## src/hdl/sco_pkg.sv

```systemverilog
package sco_pkg;

  localparam int SCO_SB_N = 32;
  localparam int SCO_IDX_W = 5;
  localparam int SCO_GPR_W = 4;
  localparam int SCO_LAT_W = 5;
  localparam int SCO_SYS_W = 8;
  localparam int SCO_CNT_W = 4;
  localparam int SCO_ADDR_W = 32;
  localparam int SCO_RAS_DEPTH = 4;

  ////////////////////////////////////////////////////////////////////////////
  // issue and result latencies, in core clock cycles
  localparam logic [SCO_LAT_W-1:0] SCO_ONE_CYC = 5'h01;
  localparam logic [SCO_LAT_W-1:0] SCO_TCB_RD_ISS = 5'h02;
  localparam logic [SCO_LAT_W-1:0] SCO_TCB_RD_LAT = 5'h04;
  localparam logic [SCO_LAT_W-1:0] SCO_DBG_RD_ISS = 5'h02;
  localparam logic [SCO_LAT_W-1:0] SCO_DBG_RD_LAT = 5'h04;
  localparam logic [SCO_LAT_W-1:0] SCO_DBG_WR_LAT = 5'h04;
  localparam logic [SCO_LAT_W-1:0] SCO_SYS_WR_LAT = 5'h04;
  localparam logic [SCO_LAT_W-1:0] SCO_SR_LAT = 5'h02;
  localparam logic [SCO_LAT_W-1:0] SCO_TT_LAT = 5'h03;
  localparam logic [SCO_LAT_W-1:0] SCO_CP_LD_LAT = 5'h05;
  localparam logic [SCO_LAT_W-1:0] SCO_CP_ST_LAT = 5'h05;
  localparam logic [SCO_LAT_W-1:0] SCO_MVCR_ISS = 5'h02;
  localparam logic [SCO_LAT_W-1:0] SCO_MVCR_LAT = 5'h04;
  localparam logic [SCO_LAT_W-1:0] SCO_MVRC_LAT = 5'h05;
  localparam logic [SCO_LAT_W-1:0] SCO_LDM_PTR_LAT = 5'h01;
  localparam logic [SCO_LAT_W-1:0] SCO_LDM_DATA_LAT = 5'h02;
  localparam logic [SCO_LAT_W-1:0] SCO_STCM_EXTRA = 5'h01;

  typedef enum logic [4:0] {
    SCO_OP_NONE, SCO_OP_DBG_TO_GPR, SCO_OP_SYS_TO_GPR, SCO_OP_GPR_TO_DBG,
    SCO_OP_GPR_TO_SYS, SCO_OP_GPR_TO_SR, SCO_OP_SR_TO_GPR, SCO_OP_TT_READ,
    SCO_OP_TT_SEARCH, SCO_OP_TT_WRITE, SCO_OP_CACHE, SCO_OP_RAS_FLUSH,
    SCO_OP_PREFETCH, SCO_OP_SLEEP, SCO_OP_WB_FLUSH,
    SCO_OP_COPROC_OPERATION, SCO_OP_CP_LOAD, SCO_OP_CP_LOAD_PRE_IDX,
    SCO_OP_COPROC_ZERO_LOAD_WORD, SCO_OP_COPROC_ZERO_LOAD_DOUBLE,
    SCO_OP_CP_LOAD_MULTI, SCO_OP_CP_TO_GPR, SCO_OP_GPR_TO_CP,
    SCO_OP_COPROC_ZERO_STORE_WORD, SCO_OP_COPROC_ZERO_STORE_DOUBLE,
    SCO_OP_CP_STORE, SCO_OP_CP_STORE_POSTINC, SCO_OP_CP_STORE_MULTI
  } sco_op_t;

  typedef struct packed {
    logic valid;
    sco_op_t op;
    logic [SCO_IDX_W-1:0] dst;
    logic dst_we;
    logic [SCO_IDX_W-1:0] src_a;
    logic src_a_use;
    logic [SCO_IDX_W-1:0] src_b;
    logic src_b_use;
    logic [SCO_GPR_W-1:0] base;
    logic base_we;
    logic [SCO_SYS_W-1:0] sys_num;
    logic sys_tcb;
    logic [SCO_CNT_W-1:0] reg_count;
  } sco_instr_t;

  typedef struct packed {
    logic [SCO_LAT_W-1:0] iss;
    logic [SCO_LAT_W-1:0] res;
    logic [SCO_LAT_W-1:0] base_lat;
  } sco_timing_t;

  typedef struct packed {
    logic issued;
    sco_op_t op;
    logic sys_rd;
    logic sys_wr;
    logic [SCO_SYS_W-1:0] sys_num;
    logic sys_tcb;
    logic tt_read;
    logic tt_search;
    logic tt_write;
    logic cache;
    logic prefetch;
    logic sleep;
    logic wb_flush;
    logic ras_flush;
    logic cp_cmd;
    logic flag_we;
  } sco_cmd_t;

  typedef struct packed {
    logic sys_busy;
    logic sys_any;
    logic [SCO_SYS_W-1:0] sys_num;
    logic sr_busy;
  } sco_status_t;

  typedef struct packed {
    logic [SCO_LAT_W-1:0] cnt;
    logic ready;
    logic fwd;
  } sco_ctr_state_t;

  typedef struct packed {
    logic [SCO_RAS_DEPTH-1:0][SCO_ADDR_W-1:0] stk;
    logic [SCO_RAS_DEPTH-1:0] vld;
    logic [SCO_ADDR_W-1:0] target;
    logic hit;
  } sco_ras_state_t;

endpackage : sco_pkg

```

## src/hdl/sco_lat_ctr.sv

```systemverilog
`timescale 1ns/10ps
module sco_lat_ctr (
  input wire logic i_clock,
  input wire logic i_sys_rst,
  input wire logic i_clk_en,
  input wire logic i_load,
  input wire logic [sco_pkg::SCO_LAT_W-1:0] i_lat,
  output logic o_ready,
  output logic o_fwd
);
  import sco_pkg::*;

  sco_ctr_state_t s_reg;
  sco_ctr_state_t s_next;

  // cnt holds cycles left before a consumer may issue; ready is cnt == 0
  always_comb begin
    s_next = s_reg;
    s_next.fwd = 1'b0;
    if (i_load) begin
      s_next.cnt = (i_lat > SCO_ONE_CYC) ? i_lat - SCO_ONE_CYC : '0;
      s_next.ready = (i_lat <= SCO_ONE_CYC);
      s_next.fwd = s_next.ready;
    end else if (s_reg.cnt != '0) begin
      s_next.cnt = s_reg.cnt - SCO_ONE_CYC;
      s_next.ready = (s_reg.cnt == SCO_ONE_CYC);
      s_next.fwd = s_next.ready;
    end
  end

  always_ff @(posedge i_clock or posedge i_sys_rst) begin
    if (i_sys_rst) begin
      s_reg <= '{cnt: '0, ready: 1'b1, fwd: 1'b0};
    end else if (i_clk_en) begin
      s_reg <= s_next;
    end
  end

  assign o_ready = s_reg.ready;
  assign o_fwd = s_reg.fwd;

endmodule : sco_lat_ctr

```

## src/hdl/sco_ras.sv

```systemverilog
`timescale 1ns/10ps
module sco_ras #(
  parameter int DEPTH = sco_pkg::SCO_RAS_DEPTH
) (
  input wire logic i_clock,
  input wire logic i_sys_rst,
  input wire logic i_clk_en,
  input wire logic i_push,
  input wire logic [sco_pkg::SCO_ADDR_W-1:0] i_push_addr,
  input wire logic i_pop,
  input wire logic i_flush,
  output logic [sco_pkg::SCO_ADDR_W-1:0] o_target,
  output logic o_hit
);
  import sco_pkg::*;

  sco_ras_state_t s_reg;
  sco_ras_state_t s_next;

  // shift stack: entry 0 is the top; oldest entry falls off when full
  always_comb begin
    s_next = s_reg;
    s_next.hit = 1'b0;
    if (i_pop) begin
      s_next.hit = s_reg.vld[0];
      s_next.target = s_reg.stk[0];
      for (int i = 0; i < DEPTH - 1; i++) begin
        s_next.stk[i] = s_reg.stk[i+1];
        s_next.vld[i] = s_reg.vld[i+1];
      end
      s_next.vld[DEPTH-1] = 1'b0;
    end
    if (i_flush) begin
      s_next.vld = '0;
    end
    if (i_push) begin
      for (int i = DEPTH - 1; i > 0; i--) begin
        s_next.stk[i] = s_next.stk[i-1];
        s_next.vld[i] = s_next.vld[i-1];
      end
      s_next.stk[0] = i_push_addr;
      s_next.vld[0] = 1'b1;
    end
  end

  always_ff @(posedge i_clock or posedge i_sys_rst) begin
    if (i_sys_rst) begin
      s_reg <= '0;
    end else if (i_clk_en) begin
      s_reg <= s_next;
    end
  end

  assign o_target = s_reg.target;
  assign o_hit = s_reg.hit;

endmodule : sco_ras

```

## src/hdl/sco_latency_ctrl.sv

```systemverilog
`timescale 1ns/10ps
// Behaviour
// - forward results and detect hazards on every general and coprocessor register
// - first-execute-stage system register reads complete in one cycle
// - test-control-bus reads take four cycles, writes issue in one
// - debug register to general register: issue 2, result 4
// - system register read: issue 1 or 2, result 1 or 4 by location
// - general register to debug register: issue 1, effect after 4
// - general register to system register: issue 1, result 4
// - general register to status register: issue 1, visible after 2
// - status register to general register: issue 1, result 2
// - translation table read, search, write: issue 1, result 3
// - system control operations take one cycle, issue and result
// - return-stack flush invalidates every return stack entry
// - four-entry return stack, pushed by calls, popped by returns
// - coprocessor zero load: issue 1, data after 5
// - coprocessor load with predecrement or index: result 5
// - coprocessor load multiple timed like general load multiple
// - load multiple: pointer ready after 1, first data after 2
// - coprocessor to general register: issue 2, result 4
// - general register to coprocessor: issue 1, result 5
// - coprocessor zero store: issue 1, completion 5
// - coprocessor store with post-increment: issue 1, latency 5
// - coprocessor store multiple: one more than store multiple
module sco_latency_ctrl #(
  parameter int SB_N = sco_pkg::SCO_SB_N,
  parameter int RAS_DEPTH = sco_pkg::SCO_RAS_DEPTH
) (
  input wire logic i_clock,
  input wire logic i_sys_rst,
  input wire logic i_clk_en,
  input wire sco_pkg::sco_instr_t i_instr,
  input wire logic i_call,
  input wire logic [sco_pkg::SCO_ADDR_W-1:0] i_call_ret_addr,
  input wire logic i_ret_predict,
  output logic o_ready,
  output logic [SB_N-1:0] o_reg_ready,
  output logic [SB_N-1:0] o_fwd,
  output sco_pkg::sco_cmd_t o_cmd,
  output sco_pkg::sco_status_t o_status,
  output logic [sco_pkg::SCO_ADDR_W-1:0] o_ras_target,
  output logic o_ras_hit
);
  import sco_pkg::*;

  typedef struct packed {
    logic ready;
    logic [SCO_LAT_W-1:0] iss_cnt;
    logic [SCO_LAT_W-1:0] sys_cnt;
    logic sys_any;
    logic [SCO_SYS_W-1:0] sys_num;
    logic [SCO_LAT_W-1:0] sr_cnt;
    sco_cmd_t cmd;
    sco_status_t status;
  } sco_core_state_t;

  ////////////////////////////////////////////////////////////////////////////
  // timing table

  function automatic sco_timing_t op_timing(input sco_instr_t ins);
    sco_timing_t t;
    logic [SCO_LAT_W-1:0] cnt;
    t = '{iss: SCO_ONE_CYC, res: SCO_ONE_CYC, base_lat: SCO_ONE_CYC};
    cnt = {1'b0, ins.reg_count};
    // an empty register list still occupies the issue slot once
    if (cnt == '0) begin
      cnt = SCO_ONE_CYC;
    end
    unique case (ins.op)
      SCO_OP_DBG_TO_GPR: begin
        t.iss = SCO_DBG_RD_ISS;
        t.res = SCO_DBG_RD_LAT;
      end
      SCO_OP_SYS_TO_GPR: begin
        if (ins.sys_tcb) begin
          t.iss = SCO_TCB_RD_ISS;
          t.res = SCO_TCB_RD_LAT;
        end else begin
          t.iss = SCO_ONE_CYC;
          t.res = SCO_ONE_CYC;
        end
      end
      SCO_OP_GPR_TO_DBG: t.res = SCO_DBG_WR_LAT;
      SCO_OP_GPR_TO_SYS: t.res = SCO_SYS_WR_LAT;
      SCO_OP_GPR_TO_SR: t.res = SCO_SR_LAT;
      SCO_OP_SR_TO_GPR: t.res = SCO_SR_LAT;
      SCO_OP_TT_READ,
      SCO_OP_TT_SEARCH,
      SCO_OP_TT_WRITE: t.res = SCO_TT_LAT;
      SCO_OP_CACHE,
      SCO_OP_RAS_FLUSH,
      SCO_OP_PREFETCH,
      SCO_OP_SLEEP,
      SCO_OP_WB_FLUSH: t.res = SCO_ONE_CYC;
      SCO_OP_COPROC_OPERATION: t.res = SCO_ONE_CYC;
      SCO_OP_CP_LOAD,
      SCO_OP_COPROC_ZERO_LOAD_WORD,
      SCO_OP_COPROC_ZERO_LOAD_DOUBLE: t.res = SCO_CP_LD_LAT;
      SCO_OP_CP_LOAD_PRE_IDX: t.res = SCO_CP_LD_LAT;
      SCO_OP_CP_LOAD_MULTI: begin
        t.iss = cnt;
        t.res = SCO_LDM_DATA_LAT;
        t.base_lat = SCO_LDM_PTR_LAT;
      end
      SCO_OP_CP_TO_GPR: begin
        t.iss = SCO_MVCR_ISS;
        t.res = SCO_MVCR_LAT;
      end
      SCO_OP_GPR_TO_CP: t.res = SCO_MVRC_LAT;
      SCO_OP_COPROC_ZERO_STORE_WORD,
      SCO_OP_COPROC_ZERO_STORE_DOUBLE,
      SCO_OP_CP_STORE: begin
        t.res = SCO_CP_ST_LAT;
        t.base_lat = SCO_CP_ST_LAT;
      end
      SCO_OP_CP_STORE_POSTINC: begin
        t.res = SCO_CP_ST_LAT;
        t.base_lat = SCO_CP_ST_LAT;
      end
      SCO_OP_CP_STORE_MULTI: begin
        t.iss = cnt + SCO_STCM_EXTRA;
        t.res = SCO_LDM_PTR_LAT + SCO_STCM_EXTRA;
        t.base_lat = SCO_LDM_PTR_LAT + SCO_STCM_EXTRA;
      end
      default: t = '{iss: SCO_ONE_CYC, res: SCO_ONE_CYC,
        base_lat: SCO_ONE_CYC};
    endcase
    return t;
  endfunction : op_timing

  function automatic logic [SCO_LAT_W-1:0] count_down(
    input logic [SCO_LAT_W-1:0] c
  );
    return (c != '0) ? c - SCO_ONE_CYC : '0;
  endfunction : count_down

  function automatic logic [SCO_LAT_W-1:0] arm(
    input logic [SCO_LAT_W-1:0] lat
  );
    return (lat > SCO_ONE_CYC) ? lat - SCO_ONE_CYC : '0;
  endfunction : arm

  ////////////////////////////////////////////////////////////////////////////
  // hazard check and issue

  sco_core_state_t s_reg;
  sco_core_state_t s_next;
  sco_timing_t tm;
  logic [SB_N-1:0] sb_ready;
  logic [SB_N-1:0] sb_load;
  logic [SB_N-1:0][SCO_LAT_W-1:0] sb_lat;
  logic src_hazard;
  logic sys_hazard;
  logic sr_hazard;
  logic do_issue;
  logic is_sys_read;
  logic [SCO_IDX_W-1:0] base_idx;

  assign tm = op_timing(i_instr);
  assign base_idx = {1'b0, i_instr.base};
  assign is_sys_read = (i_instr.op == SCO_OP_DBG_TO_GPR) ||
    (i_instr.op == SCO_OP_SYS_TO_GPR);

  // the ready flags are already registered, so an operand whose latency
  // ends this cycle is taken from the forwarding path without a bubble
  always_comb begin
    src_hazard = 1'b0;
    if (i_instr.src_a_use && !sb_ready[i_instr.src_a]) begin
      src_hazard = 1'b1;
    end
    if (i_instr.src_b_use && !sb_ready[i_instr.src_b]) begin
      src_hazard = 1'b1;
    end
    // write after write: an older, slower write must land first
    if (i_instr.dst_we && !sb_ready[i_instr.dst]) begin
      src_hazard = 1'b1;
    end
    if (i_instr.base_we && !sb_ready[base_idx]) begin
      src_hazard = 1'b1;
    end
  end

  // a pending system register write blocks reads of the same number; a
  // pending table operation touches several registers, so it blocks all
  assign sys_hazard = is_sys_read && (s_reg.sys_cnt != '0) &&
    (s_reg.sys_any || (s_reg.sys_num == i_instr.sys_num));
  assign sr_hazard = (i_instr.op == SCO_OP_SR_TO_GPR) &&
    (s_reg.sr_cnt != '0);
  assign do_issue = i_instr.valid && s_reg.ready && !src_hazard &&
    !sys_hazard && !sr_hazard;

  ////////////////////////////////////////////////////////////////////////////
  // next state

  always_comb begin
    s_next = s_reg;
    s_next.cmd = '0;
    s_next.iss_cnt = count_down(s_reg.iss_cnt);
    s_next.sys_cnt = count_down(s_reg.sys_cnt);
    s_next.sr_cnt = count_down(s_reg.sr_cnt);
    if (do_issue) begin
      // issue latency n holds the next instruction off for n-1 cycles
      s_next.iss_cnt = arm(tm.iss);
      s_next.cmd.issued = 1'b1;
      s_next.cmd.op = i_instr.op;
      s_next.cmd.sys_num = i_instr.sys_num;
      s_next.cmd.sys_tcb = i_instr.sys_tcb;
      s_next.cmd.flag_we = 1'b0;
      unique case (i_instr.op)
        SCO_OP_DBG_TO_GPR,
        SCO_OP_SYS_TO_GPR: s_next.cmd.sys_rd = 1'b1;
        SCO_OP_GPR_TO_DBG,
        SCO_OP_GPR_TO_SYS: begin
          s_next.cmd.sys_wr = 1'b1;
          s_next.sys_cnt = arm(tm.res);
          s_next.sys_num = i_instr.sys_num;
          s_next.sys_any = 1'b0;
        end
        SCO_OP_GPR_TO_SR: s_next.sr_cnt = arm(tm.res);
        SCO_OP_TT_READ: begin
          s_next.cmd.tt_read = 1'b1;
          s_next.sys_cnt = arm(tm.res);
          s_next.sys_any = 1'b1;
        end
        SCO_OP_TT_SEARCH: begin
          s_next.cmd.tt_search = 1'b1;
          s_next.sys_cnt = arm(tm.res);
          s_next.sys_any = 1'b1;
        end
        SCO_OP_TT_WRITE: begin
          s_next.cmd.tt_write = 1'b1;
          s_next.sys_cnt = arm(tm.res);
          s_next.sys_any = 1'b1;
        end
        SCO_OP_CACHE: s_next.cmd.cache = 1'b1;
        SCO_OP_RAS_FLUSH: s_next.cmd.ras_flush = 1'b1;
        SCO_OP_PREFETCH: s_next.cmd.prefetch = 1'b1;
        SCO_OP_SLEEP: s_next.cmd.sleep = 1'b1;
        SCO_OP_WB_FLUSH: s_next.cmd.wb_flush = 1'b1;
        SCO_OP_COPROC_OPERATION,
        SCO_OP_CP_LOAD,
        SCO_OP_CP_LOAD_PRE_IDX,
        SCO_OP_COPROC_ZERO_LOAD_WORD,
        SCO_OP_COPROC_ZERO_LOAD_DOUBLE,
        SCO_OP_CP_LOAD_MULTI,
        SCO_OP_CP_TO_GPR,
        SCO_OP_GPR_TO_CP,
        SCO_OP_COPROC_ZERO_STORE_WORD,
        SCO_OP_COPROC_ZERO_STORE_DOUBLE,
        SCO_OP_CP_STORE,
        SCO_OP_CP_STORE_POSTINC,
        SCO_OP_CP_STORE_MULTI: s_next.cmd.cp_cmd = 1'b1;
        default: s_next.cmd.issued = 1'b1;
      endcase
    end
    if (s_next.sys_cnt == '0) begin
      s_next.sys_any = 1'b0;
    end
    s_next.ready = (s_next.iss_cnt == '0);
    s_next.status.sys_busy = (s_next.sys_cnt != '0);
    s_next.status.sys_any = s_next.sys_any;
    s_next.status.sys_num = s_next.sys_num;
    s_next.status.sr_busy = (s_next.sr_cnt != '0);
  end

  always_ff @(posedge i_clock or posedge i_sys_rst) begin
    if (i_sys_rst) begin
      s_reg <= '0;
      s_reg.ready <= 1'b1;
    end else if (i_clk_en) begin
      s_reg <= s_next;
    end
  end

  ////////////////////////////////////////////////////////////////////////////
  // per-register result scoreboard: general registers, then coprocessor

  generate
    for (genvar k = 0; k < SB_N; k++) begin : g_sb
      logic hit_dst;
      logic hit_base;
      assign hit_dst = i_instr.dst_we &&
        (i_instr.dst == SCO_IDX_W'(k));
      assign hit_base = i_instr.base_we && (base_idx == SCO_IDX_W'(k));
      // destination wins if the pointer and a loaded register coincide
      assign sb_load[k] = do_issue && (hit_dst || hit_base);
      assign sb_lat[k] = hit_dst ? tm.res : tm.base_lat;

      sco_lat_ctr u_ctr (
        .i_clock(i_clock),
        .i_sys_rst(i_sys_rst),
        .i_clk_en(i_clk_en),
        .i_load(sb_load[k]),
        .i_lat(sb_lat[k]),
        .o_ready(sb_ready[k]),
        .o_fwd(o_fwd[k])
      );
    end
  endgenerate

  ////////////////////////////////////////////////////////////////////////////
  // return address stack; flush acts when the flush instruction issues

  sco_ras #(
    .DEPTH(RAS_DEPTH)
  ) u_ras (
    .i_clock(i_clock),
    .i_sys_rst(i_sys_rst),
    .i_clk_en(i_clk_en),
    .i_push(i_call),
    .i_push_addr(i_call_ret_addr),
    .i_pop(i_ret_predict),
    .i_flush(do_issue && (i_instr.op == SCO_OP_RAS_FLUSH)),
    .o_target(o_ras_target),
    .o_hit(o_ras_hit)
  );

  assign o_ready = s_reg.ready;
  assign o_reg_ready = sb_ready;
  assign o_cmd = s_reg.cmd;
  assign o_status = s_reg.status;

endmodule : sco_latency_ctrl

```

## config.mk

```make
export PLATFORM = sky130hd
export DESIGN_NAME = sco_latency_ctrl
export DESIGN_NICKNAME = d
export VERILOG_FILES = /design/src/hdl/sco_pkg.sv /design/src/hdl/sco_lat_ctr.sv /design/src/hdl/sco_ras.sv /design/src/hdl/sco_latency_ctrl.sv
export SDC_FILE = /design/constraint.sdc
export NUM_CORES = 2
export LEC_CHECK = 0
export BUFFER_PORTS_ARGS = -buffer_cell sky130_fd_sc_hd__buf_2
export CAP_MARGIN = 30
export CORE_ASPECT_RATIO = 2
export CORE_MARGIN = 3
export CORE_UTILIZATION = 45
export DETAILED_ROUTE_END_ITERATION = 6
export SLEW_MARGIN = 30
export SYNTH_ARGS = -nofsm -noshare
export SYNTH_HDL_FRONTEND = slang
export SYNTH_SLANG_ARGS = --single-unit
```

## constraint.sdc

```tcl
create_clock -name i_clock -period 36 [get_ports i_clock]
set_clock_uncertainty 0.1 [all_clocks]
set_input_delay 3.6 -clock i_clock [delete_from_list [all_inputs] [get_ports i_clock]]
set_output_delay 3.6 -clock i_clock [all_outputs]
set_load 0.01 [all_outputs]
```

==> results_dict.tcl <==
set metrics [dict create \
    status "complete, no violations" \
    slowest_stage "nand2_1" \
    internal_power_mw 1.228 \
    drive_above_1_share 0.1724 \
    finalSetupViolCount 0 \
    cts.sinks 442 \
    cts_made_buffers 44 \
    crit_buf_inv 4 \
    cts_resized 0 \
    hpwl_um 59210 \
    fin_tns_setup_ps 0 \
    cts_setup_buffers 0 \
    hold_buffers 0 \
    largest_reg_flops 160 \
    die_area_um2 64880 \
    gp_congestion 0.9253 \
    seqPwrFrac 0.418 \
    worst_pin_slew_ps 952.3 \
    die_h_um 357.2 \
    max-vdd-ir-drop_mv 0.04781 \
    start_util 0.4549 \
    p_clk_frac 0.246 \
    p_sw_frac 0.3750 \
    clk_latency_ps 580 \
    p_per_area_nw_per_um2 65.77 \
    grt_max_degree 148 \
    hold_class "flop to flop" \
    reg2reg_depth 12 \
    dpl-instance-area_um2 28370 \
    design_area_um2 29880 \
    area_delta_synth_final_pct 7.659 \
    criticalPathCategory "input pin to flop" \
    min_period_ps 7400 \
    drt-vias-per-instance 6.213 \
    startpoint "i_instr[38]" \
    vias 23722 \
    ctsRootBufferMaster "clkbuf_16" \
    switching_power_mw 0.7369 \
    min_period_over_period 0.2056 \
    crit_path_max_fanout 22 \
    io_pins 215 \
    drt-total-wl_um 86360 \
    r2r_end "g_sb[28].u_ctr.s_reg[3]" \
    p_leak_nw 13.08 \
    synthTopCellsByCount "409 x dfrtp_1, 278 x nand2_1, 230 x nor2_1" \
    wl_per_cell_um 22.62 \
    ff2ff_setup_slack_ps 31490 \
    use_met2 0.4445 \
    fp.dieW_um 181.6 \
    maxSlewHeadroom 0.3636 \
    seq_area_frac_synth 0.4000 \
    clk_pin_slew_ps 70 \
    antenna_found_initial 7 \
    layout.nets 3213 \
    cp.depth 11 \
    synthCells 3018 \
    crit_end "s_reg[39]" \
    yosysTopAreaCell "dfrtp_1" \
    met1_usage 0.3030 \
    crit_required_ps 36400 \
    grt_use_met3 0.04894 \
    crit_top_cell "nand2_1" \
    syn_avg_cell_area_um2 9.197 \
    max_clock_freq_mhz 135.1 \
    synth_fp_nets 3232 \
    max_stage_delay_ps 680 \
    synth_warnings 0 \
    drt_iter0_markers 1686 \
    cp-start-kind "input pin" \
    overflow 0 \
    cp_top_family "simple AND/OR/NAND/NOR gates" \
    drc 0 \
    gr-max-usage-layer "met2" \
    synth_most_common_cell "dfrtp_1" \
    portBuffers 213 \
    hold_viol 0 \
    yosys-top-cells-area "dfrtp_1 37%, ha_1 6.1%, mux2_2 4.0%, nand2_1 3.8%, buf_4 3.7%" \
    antenna_left 0 \
    ys_async_sr_fraction 1.000 \
    crit_chain "buf_2 > nor2b_1 > nand2_1 > a31oi_2 > buf_4 > inv_1 > nand2_1 > buf_4 > nand2_1 > o32ai_1 > o21bai_1" \
    synth_flop_cell "dfrtp_1" \
    gr-usage-all-layers 0.2597 \
    htreeDepth 2 \
    critPathArrivalTime_ps 7800 \
    grt_pass1_wl_um 135600 \
    rsz0062_at_grt "no" \
    grt_pass1_vias 24215 \
    ys_ff_latch 442 \
    synth_top_area_frac 0.3687 \
    synth.distinct_cells 88 \
    pwr-share-comb 0.337 \
    firstDrtPassIters 6 \
    synth_edf_count 0 \
    maxCapViolations 0 \
    r2r-start "s_reg[38]" \
    synth_area_um2 27760 \
    hold_path_startpoint "o_cmd[13]" \
    core.rowCount 128 \
    core-area_um2 61020 \
    maxSlewViolCount 0 \
    cts_buffer_depth 3 \
    cts_tree "yes" \
    cp-end-kind "flop" \
]
[through the flow]
stage / hold slack, ps / utilization / instances / power [mW] / worst slack, ps
2_1_floorplan: 350.8 / - / 3018 / 1.309 / 20040
3_3_place_gp: 369.5 / 0.4650 / 3731 / 1.450 / 28040
3_5_place_dp: 368.1 / 0.4650 / 3731 / 1.487 / 27960
4_1_cts: 390.1 / 0.4886 / 3811 / 1.976 / 28580
5_1_grt: 404.2 / 0.4897 / 3817 / 2.098 / 28320
6_report: 382.5 / 0.4897 / 3818 / 1.965 / 28600
[cell usage in the layout (no fill, tap or decap), types with 22 or more instances in the layout]
| master | count |
|---|---|
| dfrtp_1 | 409 |
| o22ai_1 | 90 |
| a21oi_1 | 169 |
| mux4_2 | 23 |
| o21ai_0 | 199 |
| clkbuf_16 | 44 |
| a31oi_1 | 44 |
| o2bb2ai_1 | 40 |
| a21o_1 | 30 |
| a2bb2oi_1 | 28 |
| inv_1 | 125 |
| o221ai_1 | 27 |
| mux2_2 | 99 |
| o21a_1 | 28 |
| nor2_1 | 229 |
| o211ai_1 | 22 |
| buf_2 | 212 |
| mux2i_1 | 64 |
| a22oi_1 | 53 |
| nand2_1 | 276 |
| nor3_1 | 89 |
| dfstp_2 | 33 |
| nand3b_1 | 33 |
| nor2b_1 | 25 |
| buf_4 | 30 |
| nand3_1 | 89 |
| ha_1 | 135 |
| nor4_1 | 30 |
[cell families (layout without fill, tap and decap cells)]
group | Yosys count | in the layout | synth area share
simple gates | 931 | 931 | 0.1662
compound gates | 862 | 862 | 0.2040
flops | 442 | 442 | 0.4000
buf+inv | 442 | 457 | 0.08091
mux | 186 | 186 | 0.08191
fa+ha+maj | 136 | 136 | 0.06122
xor+xnor | 18 | 18 | 0.005680
other cells | 1 | 6 | 0.0001351
[layout make-up]
type,count,area (um^2)
diodes,5,12.51
clock buffers,59,1187
inverters,127,486.7
repair buffers,250,1405
well taps,780,975.9
fillers,5705,31140
flip-flops and latches,442,11100
clock inverters,21,257.7
multi-input cells,2134,14460
[worst min path at each step]
stage,end,slack [ps],cells after the start
6_report,o_cmd[13],380,1
5_1_grt,o_cmd[16],400,1
4_1_cts,o_cmd[16],390,1
3_5_place_dp,o_cmd[18],370,1
3_3_place_gp,o_cmd[16],370,1
2_1_floorplan,g_sb[25].u_ctr.s_reg[6],350,1
[routing by layer]
layer | vias up | part of all wire
li1 | 10884 | -
met1 | 11719 | 0.38
met2 | 871 | 0.49
met3 | 244 | 0.068
met4 | 4 | 0.062
met5 | - | 0.00036
[power by group through the flow]
stage                     Clock (mW)  Sequential, mW  Combinational (mW)
after floorplan                    0           0.760               0.548
after global placement             0           0.819               0.630
after detailed placement           0           0.826               0.661
after CTS                      0.495           0.819               0.662
after global routing           0.512           0.841               0.746
final                          0.483           0.821               0.662
Note: power is estimated with default switching activity, not from simulation.
